--- config.mk ---
export PLATFORM = sky130hd
export DESIGN_NAME = addr_data_pin_function_mux
export DESIGN_NICKNAME = d
export VERILOG_FILES = /design/src/pin_mux_pkg.sv /design/src/addr_data_pin_function_mux.sv
export VERILOG_INCLUDE_DIRS = /design/src /design/src/src
export SDC_FILE = /design/constraint.sdc
export NUM_CORES = 1
export LEC_CHECK = 0
export BUFFER_PORTS_ARGS = -buffer_cell sky130_fd_sc_hd__buf_2
export CAP_MARGIN = 20
export CORE_AREA = 2 2 74 76
export CTS_BUF_LIST = sky130_fd_sc_hd__clkbuf_4
export DETAILED_ROUTE_END_ITERATION = 8
export DIE_AREA = 0 0 76 78
export PLACE_DENSITY = 0.88
export SYNTH_ARGS = -nofsm -noshare
export SYNTH_HDL_FRONTEND = slang
export SYNTH_SLANG_ARGS = --single-unit
--- constraint.sdc ---
create_clock -name mclk -period 3.75 [get_ports mclk]
set_clock_uncertainty 0.1 [all_clocks]
set_input_delay 0.1875 -clock mclk [delete_from_list [all_inputs] [get_ports mclk]]
set_output_delay 0.1875 -clock mclk [all_outputs]
set_load 0.02 [all_outputs]
--- src/pin_mux_defines.svh ---
// register offsets, field positions and reset values of the pin mux
`ifndef PIN_MUX_DEFINES_SVH
`define PIN_MUX_DEFINES_SVH
// word-aligned byte offsets on the register bus
`define OFS_PB_DIR      6'h00
`define OFS_PB_DAT      6'h04
`define OFS_PB_PERIPH   6'h08
`define OFS_PB_PULLUP   6'h0C
`define OFS_PF_DIR      6'h10
`define OFS_PF_DAT      6'h14
`define OFS_PF_PERIPH   6'h18
`define OFS_PF_PULLUP   6'h1C
`define OFS_CLK_SEL     6'h20
`define OFS_BUS_CTL     6'h24
`define OFS_PIN_IN      6'h28
// field positions
`define PB_BIT          4
`define CLK_SEL_BIT     0
`define IDLE_DRIVE_BIT  0
// reset values
`define PB_DIR_RST      1'h0
`define PB_PERIPH_RST   1'h1
`define PB_PULLUP_RST   1'h1
`define PF_DIR_RST      4'h0
`define PF_PERIPH_RST   4'h0
`define PF_PULLUP_RST   4'hF
`define CLK_SEL_RST     1'h0
`define IDLE_DRIVE_RST  1'h0
`endif

--- src/pin_mux_pkg.sv ---
// types shared by the pin mux and its bench
package pin_mux_pkg;
  // register bus request from the master
  typedef struct packed {
    logic        read;
    logic        write;
    logic [5:0]  address;
    logic [3:0]  byteenable;
    logic [31:0] writedata;
  } avm_req_t;
  // register bus answer
  typedef struct packed {
    logic [31:0] readdata;
    logic        waitrequest;
  } avm_rsp_t;
  // pad controls of one two-way pin
  typedef struct packed {
    logic out;
    logic oe;
    logic pu;
  } pad_t;
  // request side of the external memory logic
  typedef struct packed {
    logic       bus_active;
    logic       top_address_line;
    logic [3:0] dbus_out;
    logic       dbus_wr;
  } mem_bus_t;
  // whole state of the pin mux
  typedef struct packed {
    logic            pb_dir;
    logic            pb_dat;
    logic            portb_periph_enable;
    logic            portb_pullup_enable;
    logic [3:0]      pf_dir;
    logic [3:0]      pf_dat;
    logic [3:0]      pf_periph;
    logic [3:0]      portf_pullup_enable;
    logic            clock_out_select;
    logic            bus_idle_drive_ctl;
    logic            ack;
    logic [31:0]     rdata;
    logic [1:0]      pb_sync;
    logic [3:0]      pf_s1;
    logic [3:0]      pf_s2;
    logic            pclk;
    pad_t            pb;
    pad_t [3:0]      pf;
    logic            mem_ctl_oe;
  } state_t;
endpackage : pin_mux_pkg

--- src/addr_data_pin_function_mux.sv ---
// pin function mux for the shared port b line and four shared data pins
//
// Decided for this implementation: the Avalon-MM register port and the register offsets.
`timescale 1ns/1ps
`include "pin_mux_defines.svh"

module addr_data_pin_function_mux (
  // clock and reset
  input  wire logic                  mclk,
  input  wire logic                  srst,
  // register bus
  input  wire pin_mux_pkg::avm_req_t avm_req,
  output pin_mux_pkg::avm_rsp_t      avm_rsp,
  // shared port b pin
  input  wire logic                  portb_line_four_in,
  output pin_mux_pkg::pad_t          portb_line_four_pad,
  // shared data / port f pins
  input  wire logic [3:0]            portf_in,
  output pin_mux_pkg::pad_t [3:0]    portf_pad,
  // external memory logic and clock prescaler
  input  wire pin_mux_pkg::mem_bus_t mem_bus,
  output logic [3:0]                 dbus_in,
  output logic                       mem_ctl_oe,
  input  wire logic                  prescaler_clk
);
  import pin_mux_pkg::*;

  state_t s_q;
  state_t s_d;
  logic   req;
  logic   bus_drive;

  // a request is answered one cycle after it is first seen
  assign req       = avm_req.read | avm_req.write;
  // pins may drive while the bus runs, or always if idle drive is set
  assign bus_drive = mem_bus.bus_active | s_q.bus_idle_drive_ctl;

  // outputs straight from the state flops, except waitrequest, which also takes the live request
  assign avm_rsp.waitrequest = req & ~s_q.ack;
  assign avm_rsp.readdata    = s_q.rdata;
  assign portb_line_four_pad = s_q.pb;
  assign portf_pad           = s_q.pf;
  assign dbus_in             = s_q.pf_s2;
  assign mem_ctl_oe          = s_q.mem_ctl_oe;

  // next state: register file, synchronisers and pin muxing
  always_comb begin
    logic [31:0] rd;
    logic        wr_en;
    rd    = '0;
    s_d   = s_q;
    wr_en = avm_req.write & s_q.ack & avm_req.byteenable[0];
    // ack toggles so back-to-back requests each wait one cycle
    s_d.ack = req & ~s_q.ack;

    // write decode; only byte lane 0 holds bits, others are ignored
    if (wr_en) begin
      if (avm_req.address == `OFS_PB_DIR) begin
        s_d.pb_dir = avm_req.writedata[`PB_BIT];
      end else if (avm_req.address == `OFS_PB_DAT) begin
        s_d.pb_dat = avm_req.writedata[`PB_BIT];
      end else if (avm_req.address == `OFS_PB_PERIPH) begin
        s_d.portb_periph_enable = avm_req.writedata[`PB_BIT];
      end else if (avm_req.address == `OFS_PB_PULLUP) begin
        s_d.portb_pullup_enable = avm_req.writedata[`PB_BIT];
      end else if (avm_req.address == `OFS_PF_DIR) begin
        s_d.pf_dir = avm_req.writedata[3:0];
      end else if (avm_req.address == `OFS_PF_DAT) begin
        s_d.pf_dat = avm_req.writedata[3:0];
      end else if (avm_req.address == `OFS_PF_PERIPH) begin
        s_d.pf_periph = avm_req.writedata[3:0];
      end else if (avm_req.address == `OFS_PF_PULLUP) begin
        s_d.portf_pullup_enable = avm_req.writedata[3:0];
      end else if (avm_req.address == `OFS_CLK_SEL) begin
        s_d.clock_out_select = avm_req.writedata[`CLK_SEL_BIT];
      end else if (avm_req.address == `OFS_BUS_CTL) begin
        s_d.bus_idle_drive_ctl = avm_req.writedata[`IDLE_DRIVE_BIT];
      end
    end

    // read decode; unmapped offsets read as zero
    if (avm_req.address == `OFS_PB_DIR) begin
      rd[`PB_BIT] = s_q.pb_dir;
    end else if (avm_req.address == `OFS_PB_DAT) begin
      rd[`PB_BIT] = s_q.pb_dat;
    end else if (avm_req.address == `OFS_PB_PERIPH) begin
      rd[`PB_BIT] = s_q.portb_periph_enable;
    end else if (avm_req.address == `OFS_PB_PULLUP) begin
      rd[`PB_BIT] = s_q.portb_pullup_enable;
    end else if (avm_req.address == `OFS_PF_DIR) begin
      rd[3:0] = s_q.pf_dir;
    end else if (avm_req.address == `OFS_PF_DAT) begin
      rd[3:0] = s_q.pf_dat;
    end else if (avm_req.address == `OFS_PF_PERIPH) begin
      rd[3:0] = s_q.pf_periph;
    end else if (avm_req.address == `OFS_PF_PULLUP) begin
      rd[3:0] = s_q.portf_pullup_enable;
    end else if (avm_req.address == `OFS_CLK_SEL) begin
      rd[`CLK_SEL_BIT] = s_q.clock_out_select;
    end else if (avm_req.address == `OFS_BUS_CTL) begin
      rd[`IDLE_DRIVE_BIT] = s_q.bus_idle_drive_ctl;
    end else if (avm_req.address == `OFS_PIN_IN) begin
      rd[`PB_BIT] = s_q.pb_sync[1];
      rd[3:0]     = s_q.pf_s2;
    end
    // read data is loaded in the first, waiting cycle of a read
    if (avm_req.read & ~s_q.ack) begin
      s_d.rdata = rd;
    end

    // pins come from outside: two flops before any use
    s_d.pb_sync = {s_q.pb_sync[0], portb_line_four_in};
    s_d.pf_s1   = portf_in;
    s_d.pf_s2   = s_q.pf_s1;
    // prescaler is on-chip logic of this clock, one flop keeps output glitch free
    s_d.pclk    = prescaler_clk;

    // port b line: general purpose, clock monitor or top address line
    if (s_q.portb_periph_enable) begin
      s_d.pb.out = s_q.pb_dat;
      s_d.pb.oe  = s_q.pb_dir;
    end else if (s_q.clock_out_select) begin
      s_d.pb.out = s_q.pclk;
      s_d.pb.oe  = 1'b1;
    end else begin
      s_d.pb.out = mem_bus.top_address_line;
      s_d.pb.oe  = bus_drive;
    end
    // pull-up follows its bit alone, even while driving
    s_d.pb.pu = s_q.portb_pullup_enable;

    // memory control pins float with the address line when idle
    s_d.mem_ctl_oe = bus_drive;

    // port f lines: general purpose or data bus bit, each on its own
    for (int i = 0; i < 4; i++) begin
      if (s_q.pf_periph[i]) begin
        s_d.pf[i].out = s_q.pf_dat[i];
        s_d.pf[i].oe  = s_q.pf_dir[i];
      end else begin
        s_d.pf[i].out = mem_bus.dbus_out[i];
        s_d.pf[i].oe  = mem_bus.dbus_wr & bus_drive;
      end
      s_d.pf[i].pu = s_q.portf_pullup_enable[i];
    end

    // synchronous reset: all controls and pins to their defaults
    if (srst) begin
      s_d                     = '0;
      s_d.pb_dir              = `PB_DIR_RST;
      s_d.portb_periph_enable = `PB_PERIPH_RST;
      s_d.portb_pullup_enable = `PB_PULLUP_RST;
      s_d.pf_dir              = `PF_DIR_RST;
      s_d.pf_periph           = `PF_PERIPH_RST;
      s_d.portf_pullup_enable = `PF_PULLUP_RST;
      s_d.clock_out_select    = `CLK_SEL_RST;
      s_d.bus_idle_drive_ctl  = `IDLE_DRIVE_RST;
      s_d.pb.pu               = `PB_PULLUP_RST;
      for (int i = 0; i < 4; i++) begin
        s_d.pf[i].pu = 1'b1;
      end
    end
  end

  // single state register
  always_ff @(posedge mclk) begin
    s_q <= s_d;
  end
endmodule : addr_data_pin_function_mux

==> results of run 1 <==
worst max path at each step:
stage                            from         end  slack, ps  cells past startpoint
after floorplan               s_q[59]     s_q[62]       2410                      4
after global placement           srst  avm_rsp[5]       2090                      5
after detailed placement  avm_req[37]     s_q[68]       2030                      6
after CTS                     s_q[59]     s_q[71]       2110                      5
after global routing          s_q[59]     s_q[71]       2030                      5
final                         s_q[59]     s_q[71]       2120                      5
cells in the mapped netlist (all sizes together), types with 5 or more instances:
| master | number |
|---|---|
| nand2 | 11 |
| buf | 55 |
| mux2i | 23 |
| nor2b | 13 |
| nand3 | 10 |
| clkbuf | 8 |
| inv | 11 |
| nor3 | 10 |
| dfxtp | 55 |
| or2 | 5 |
| a21oi | 13 |
| nor2 | 41 |
where the power goes:
part / internal, mW / switching [mW] / leakage [nW]
Clock: 0.0692 / 0.174 / 0.0263
Combinational: 0.0439 / 0.0854 / 0.818
Sequential: 0.596 / 0.00426 / 0.448
state kept, by name, summed over array words and instances (netlist names):
signal               flops
portf_pad               12
portb_line_four_pad      3
dbus_in                  4
avm_rsp                  5
mem_ctl_oe               1
s_q                     30
cells by family (layout without fill, tap and decap cells):
group / count (synthesis) / count (layout) / synth area share (%)
other: 1 / 27 / 0.143
AND/OR/NAND/NOR: 101 / 101 / 20.4
AO/OA/AOI/OAI: 40 / 40 / 10.4
multiplexers: 23 / 23 / 8.79
buffers and inverters: 74 / 88 / 18.2
flip-flops: 55 / 55 / 42.0
worst max-delay path, stage by stage, from the launching register on:
cell and delay, ps:
dfxtp_1 430, nand3_2 200, nor2_2 200, nand3_1 280, mux2i_1 250, nor2_1 50
routing by layer:
metal	track usage, %	wire length (um)	vias up
li1	-	-	987
met1	21.7	2170	869
met2	28.8	2320	78
met3	4.30	364	9
met4	4.91	61	0
met5	0	0	-
cell type report:
cell class | count | area share, %
flip-flops and latches | 55 | 38.7
multi-input cells | 191 | 40.1
clock inverters | 3 | 0.528
repair buffers | 69 | 14.8
clock buffers | 5 | 1.32
well taps | 70 | 3.08
inverters | 11 | 1.45
per-stage QoR:
| step | worst slack [ps] | area [sq um] | hold slack (ps) | cells |
|---|---|---|---|---|
| floorplan | 2410 | 2720 | 213 | 320 |
| global placement | 2090 | 2640 | 294 | 381 |
| detailed placement | 2030 | 2640 | 301 | 381 |
| CTS | 2110 | 2840 | 20.7 | 404 |
| global route | 2030 | 2840 | 21.5 | 404 |
| finish | 2120 | 2840 | 26.3 | 404 |
==> impl_metrics.toml, run 1 <==
[routing]
drt-pass1-iter-count = 4
antenna_left = 0
wirelength_mm = 4.92
drt_iter0_drc = 114
vias = 1943
viasPerCell = 4.81
avgRoutedWirePerCell_um = 12.2
drc = 0

[layout]
mostFrequentLayoutCells = "dfxtp_1, buf_2, nor2_1"
nNetsFinal = 392
nFillCells = 469
multi_input_area_sq_um = 1140
antenna_cells = 0
layout-drive-gt1-share_pct = 21.9
regArea_sq_um = 1100
mostFrequentLayoutCell = "dfxtp_1"
area_delta_synth_final_pct = 8.50
postLayoutCoreUtil_pct = 56.4

[global_route]
grt_pass1_wl_mm = 8.23
grt_max_degree = 53
grt_pass1_vias = 1811
antenna_found_initial = 0
track_usage_pct = 17.1
overflow = 0

[power_and_ir_drop]
max-vdd-ir-drop_mv = 0.209
leakage_nw = 1.29
power_density_nw_per_um2 = 342
power_mw = 0.973

[worst_setup_path]
cp.required_ps = 3900
criticalPathCategory = "reg2reg"
reg2reg_depth = 5
critPathLaunchType = "flip-flop"
worstPathMaxFanout = 5
timing.rr.end = "s_q[71]"
arrival_ps = 1770
r2r_setup_slack_ps = 2120
cp-end-kind = "flip-flop"
r2r_start = "s_q[59]"

[synth]
synth-async-reset-ratio_pct = 0
syn_area_sq_um = 2620
post_synth_num_cell_types = 40
yosys.area.top_type = "dfxtp_1"
ys_dominant_reg_cell = "dfxtp_1"
ys_seq_elements = 55
synth_warnings = 0
synth_top_cell_area_share_pct = 42.0
yosysSeqAreaShare_pct = 42.0
syn_inst = 294
syn-mean-instance-area_sq_um = 8.91
synth_edf_count = 0
synth_area_leaders = "dfxtp_1, buf_4, mux2i_1"

[cts]
cts_sinks = 55
cts_tree = "done"
cts_setup_buffers = 0
htreeDepth = 2
post_cts_resized = 0
root_buffer = "clkbuf_4"
cts_hold_buf = 15
cts_inserted_buffers = 5
clockBufferDepth = 2
clkLatencyLatePin_ps = 360
clkTransAtPathRegs_ps = 150

[run_status]
status = "finished, final reports clean"

[timing]
final_max_slew_viol_count = 0
post-route-period-util_pct = 43.4
final.min_clock_period_ps = 1630
slew_headroom_pct = 42.0
finalHoldViolations = 0
rsz0062_at_grt = "no"
worst_slew_pin_slew_ps = 870
fin_setup_tns_ps = 0
setup_violations = 0
fmax_mhz = 615

[floorplan]
coreArea_sq_um = 5040
ios = 112
die_w_um = 76
num_rows = 26
start_util_pct = 52.0
die_area_sq_um = 5930
die_h_um = 78

[placement]
dpl.hpwl_mm = 3.65
routabilityCongestion = 0.897
port_buffers = 54

[worst_hold_path]
hold_class = "in2reg"
hp-start = "avm_req[42]"
whs_endpoint = "s_q[59]"
hold_depth = 3

[job]
max_cap_violations = 0
(Power assumes the default switching activity.)
==> inputs of run 2 (changes only) <==
--- a/config.mk
+++ b/config.mk
@@ -8,11 +8,11 @@
 export LEC_CHECK = 0
 export BUFFER_PORTS_ARGS = -buffer_cell sky130_fd_sc_hd__buf_2
 export CAP_MARGIN = 20
-export CORE_AREA = 2 2 74 76
+export CORE_AREA = 2 2 77 79
 export CTS_BUF_LIST = sky130_fd_sc_hd__clkbuf_4
 export DETAILED_ROUTE_END_ITERATION = 8
-export DIE_AREA = 0 0 76 78
-export PLACE_DENSITY = 0.88
+export DIE_AREA = 0 0 79 81
+export PLACE_DENSITY = 0.82
 export SYNTH_ARGS = -nofsm -noshare
 export SYNTH_HDL_FRONTEND = slang
 export SYNTH_SLANG_ARGS = --single-unit
==> constraint.sdc (replaced) <==
create_clock -name mclk -period 1.5 [get_ports mclk]
set_clock_uncertainty 0.1 [all_clocks]
set_input_delay 0.075 -clock mclk [delete_from_list [all_inputs] [get_ports mclk]]
set_output_delay 0.075 -clock mclk [all_outputs]
set_load 0.02 [all_outputs]
==> run 2 against run 1 <==
Compared with the run above: core utilization is 2.6 points lower; power grew to 2.6 times the previous value; via count is 6.3% higher; sequential share of layout area is 2.7 points lower; sequential power grew to 2.5 times the previous value; clock power grew to 2.7 times the previous value.
==> impl_metrics.toml, run 2 (synthesis gave the netlist of run 1 again) <==
[run_status]
status = "finished, final reports clean"

[floorplan]
coreArea_sq_um = 5680
ios = 112
die_h_um = 81
die_area_sq_um = 6400
num_rows = 28
die_w_um = 79
start_util_pct = 46.2

[worst_hold_path]
whs_endpoint = "avm_rsp[2]"
hold_class = "in2reg"
hold_depth = 4
hp-start = "avm_req[43]"

[timing]
final.min_clock_period_ps = 1400
hold_ws_ps = 15.7
fmax_mhz = 712
fin_setup_tns_ps = 0
finalHoldViolations = 0
rsz0062_at_grt = "no"
setup_violations = 0
setup_ws_ps = 95.4
final_max_slew_viol_count = 0
post-route-period-util_pct = 93.6

[global_route]
overflow = 0
track_usage_pct = 17.6
antenna_found_initial = 0
grt_pass1_wl_mm = 8.70
grt_max_degree = 30
grt_pass1_vias = 1922

[routing]
vias = 2065
wirelength_mm = 5.52
drt-pass1-iter-count = 4
viasPerCell = 4.79
drt_iter0_drc = 98
avgRoutedWirePerCell_um = 12.8
drc = 0
antenna_left = 0

[cts]
clockBufferDepth = 2
cts_sinks = 55
cts_inserted_buffers = 5
htreeDepth = 2
clkTransAtPathRegs_ps = 150
cts_tree = "done"
cts_setup_buffers = 0
clkLatencyLatePin_ps = 370
root_buffer = "clkbuf_4"

[layout]
multi_input_area_sq_um = 1160
antenna_cells = 0
area_delta_synth_final_pct = 16.5
nNetsFinal = 414
largest_reg_flops = 30
mostFrequentLayoutCell = "dfxtp_1"
top_register = "s_q"
regArea_sq_um = 1100
nFillCells = 557
layout-drive-gt1-share_pct = 27.0
mostFrequentLayoutCells = "dfxtp_1, buf_2, nor2_1"

[worst_setup_path]
worstPathMaxFanout = 4
timing.rr.end = "s_q[71]"
critPathLaunch = "s_q[59]"
cpPeakStageDelay_ps = 380
arrival_ps = 1580
crit_chain = "nand3_2 > nor2_2 > nand3_1 > mux2i_1 > nor2_1"
criticalPathCategory = "reg2reg"
cp-end-kind = "flip-flop"
cp_slowest_cell = "dfxtp_1"
r2r_setup_slack_ps = 100
r2r_start = "s_q[59]"
critPathLaunchType = "flip-flop"
cp.required_ps = 1680
reg2reg_depth = 5

[power_and_ir_drop]
net-switching-power_mw = 0.683
leakage_nw = 1.41
combPwrFrac_pct = 14.7
max-vdd-ir-drop_mv = 0.392
power_switching_share_pct = 27.2
clockPowerShare_pct = 25.7
internal-power_mw = 1.83
power_density_nw_per_um2 = 824
pwr-share-seq_pct = 59.6

[placement]
routabilityCongestion = 0.902
port_buffers = 54
dp_slack_ps = 33.0
dpl.hpwl_mm = 4.03

[job]
max_cap_violations = 0
==> run 2: area by class of cell <==
cell class	instances	area share, %
sequential	55	36.1
tap	75	3.07
clock buffer	6	1.48
clock inverter	2	0.410
inverter	11	1.35
timing repair buffer	91	19.5
multi-input combinational	191	38.1
==> run 2: power by group through the flow <==
stage,registers [mW],clock network [mW],logic [mW]
6_report,1.50,0.645,0.370
4_1_cts,1.50,0.669,0.364
5_1_grt,1.51,0.736,0.405
3_3_place_gp,1.53,0,0.320
2_1_floorplan,1.53,0,0.279
3_5_place_dp,1.53,0,0.325
==> run 2: worst max-delay path: cells and delay by family, from the launching register on <==
family           cells  cell delay, ps
flip-flops           1             380
multiplexers         1             240
AND/OR/NAND/NOR      4             590
==> run 2: how the worst max path moves through the flow <==
stage / endpoint / cells after the start
after global placement: s_q[63] / 5
after detailed placement: s_q[66] / 7
after CTS: s_q[78] / 6
final: s_q[71] / 5
after floorplan: s_q[62] / 4
after global routing: s_q[74] / 5
==> run 2: metal layers <==
layer | vias up | global-route usage (%) | wire (um)
met2 | 62 | 31.0 | 2710
li1 | 1034 | - | -
met4 | 0 | 8.10 | 145
met5 | - | 0 | 0
met1 | 957 | 20.1 | 2330
met3 | 12 | 4.44 | 330
==> run 2: stage by stage <==
stage	total power, mW	cells	utilization, %	area [sq um]
final	2.52	431	53.8	3050
after global routing	2.65	431	53.8	3050
after CTS	2.53	431	53.4	3030
after global placement	1.85	404	49.0	2780
after floorplan	1.81	320	-	2720
after detailed placement	1.86	404	49.0	2780
==> run 2: repair_timing <==
item,in CTS,in global routing
hold endpoints to repair,36,0
resized for setup,0,4
hold buffers,19,0
endpoints found under the setup margin,0,5
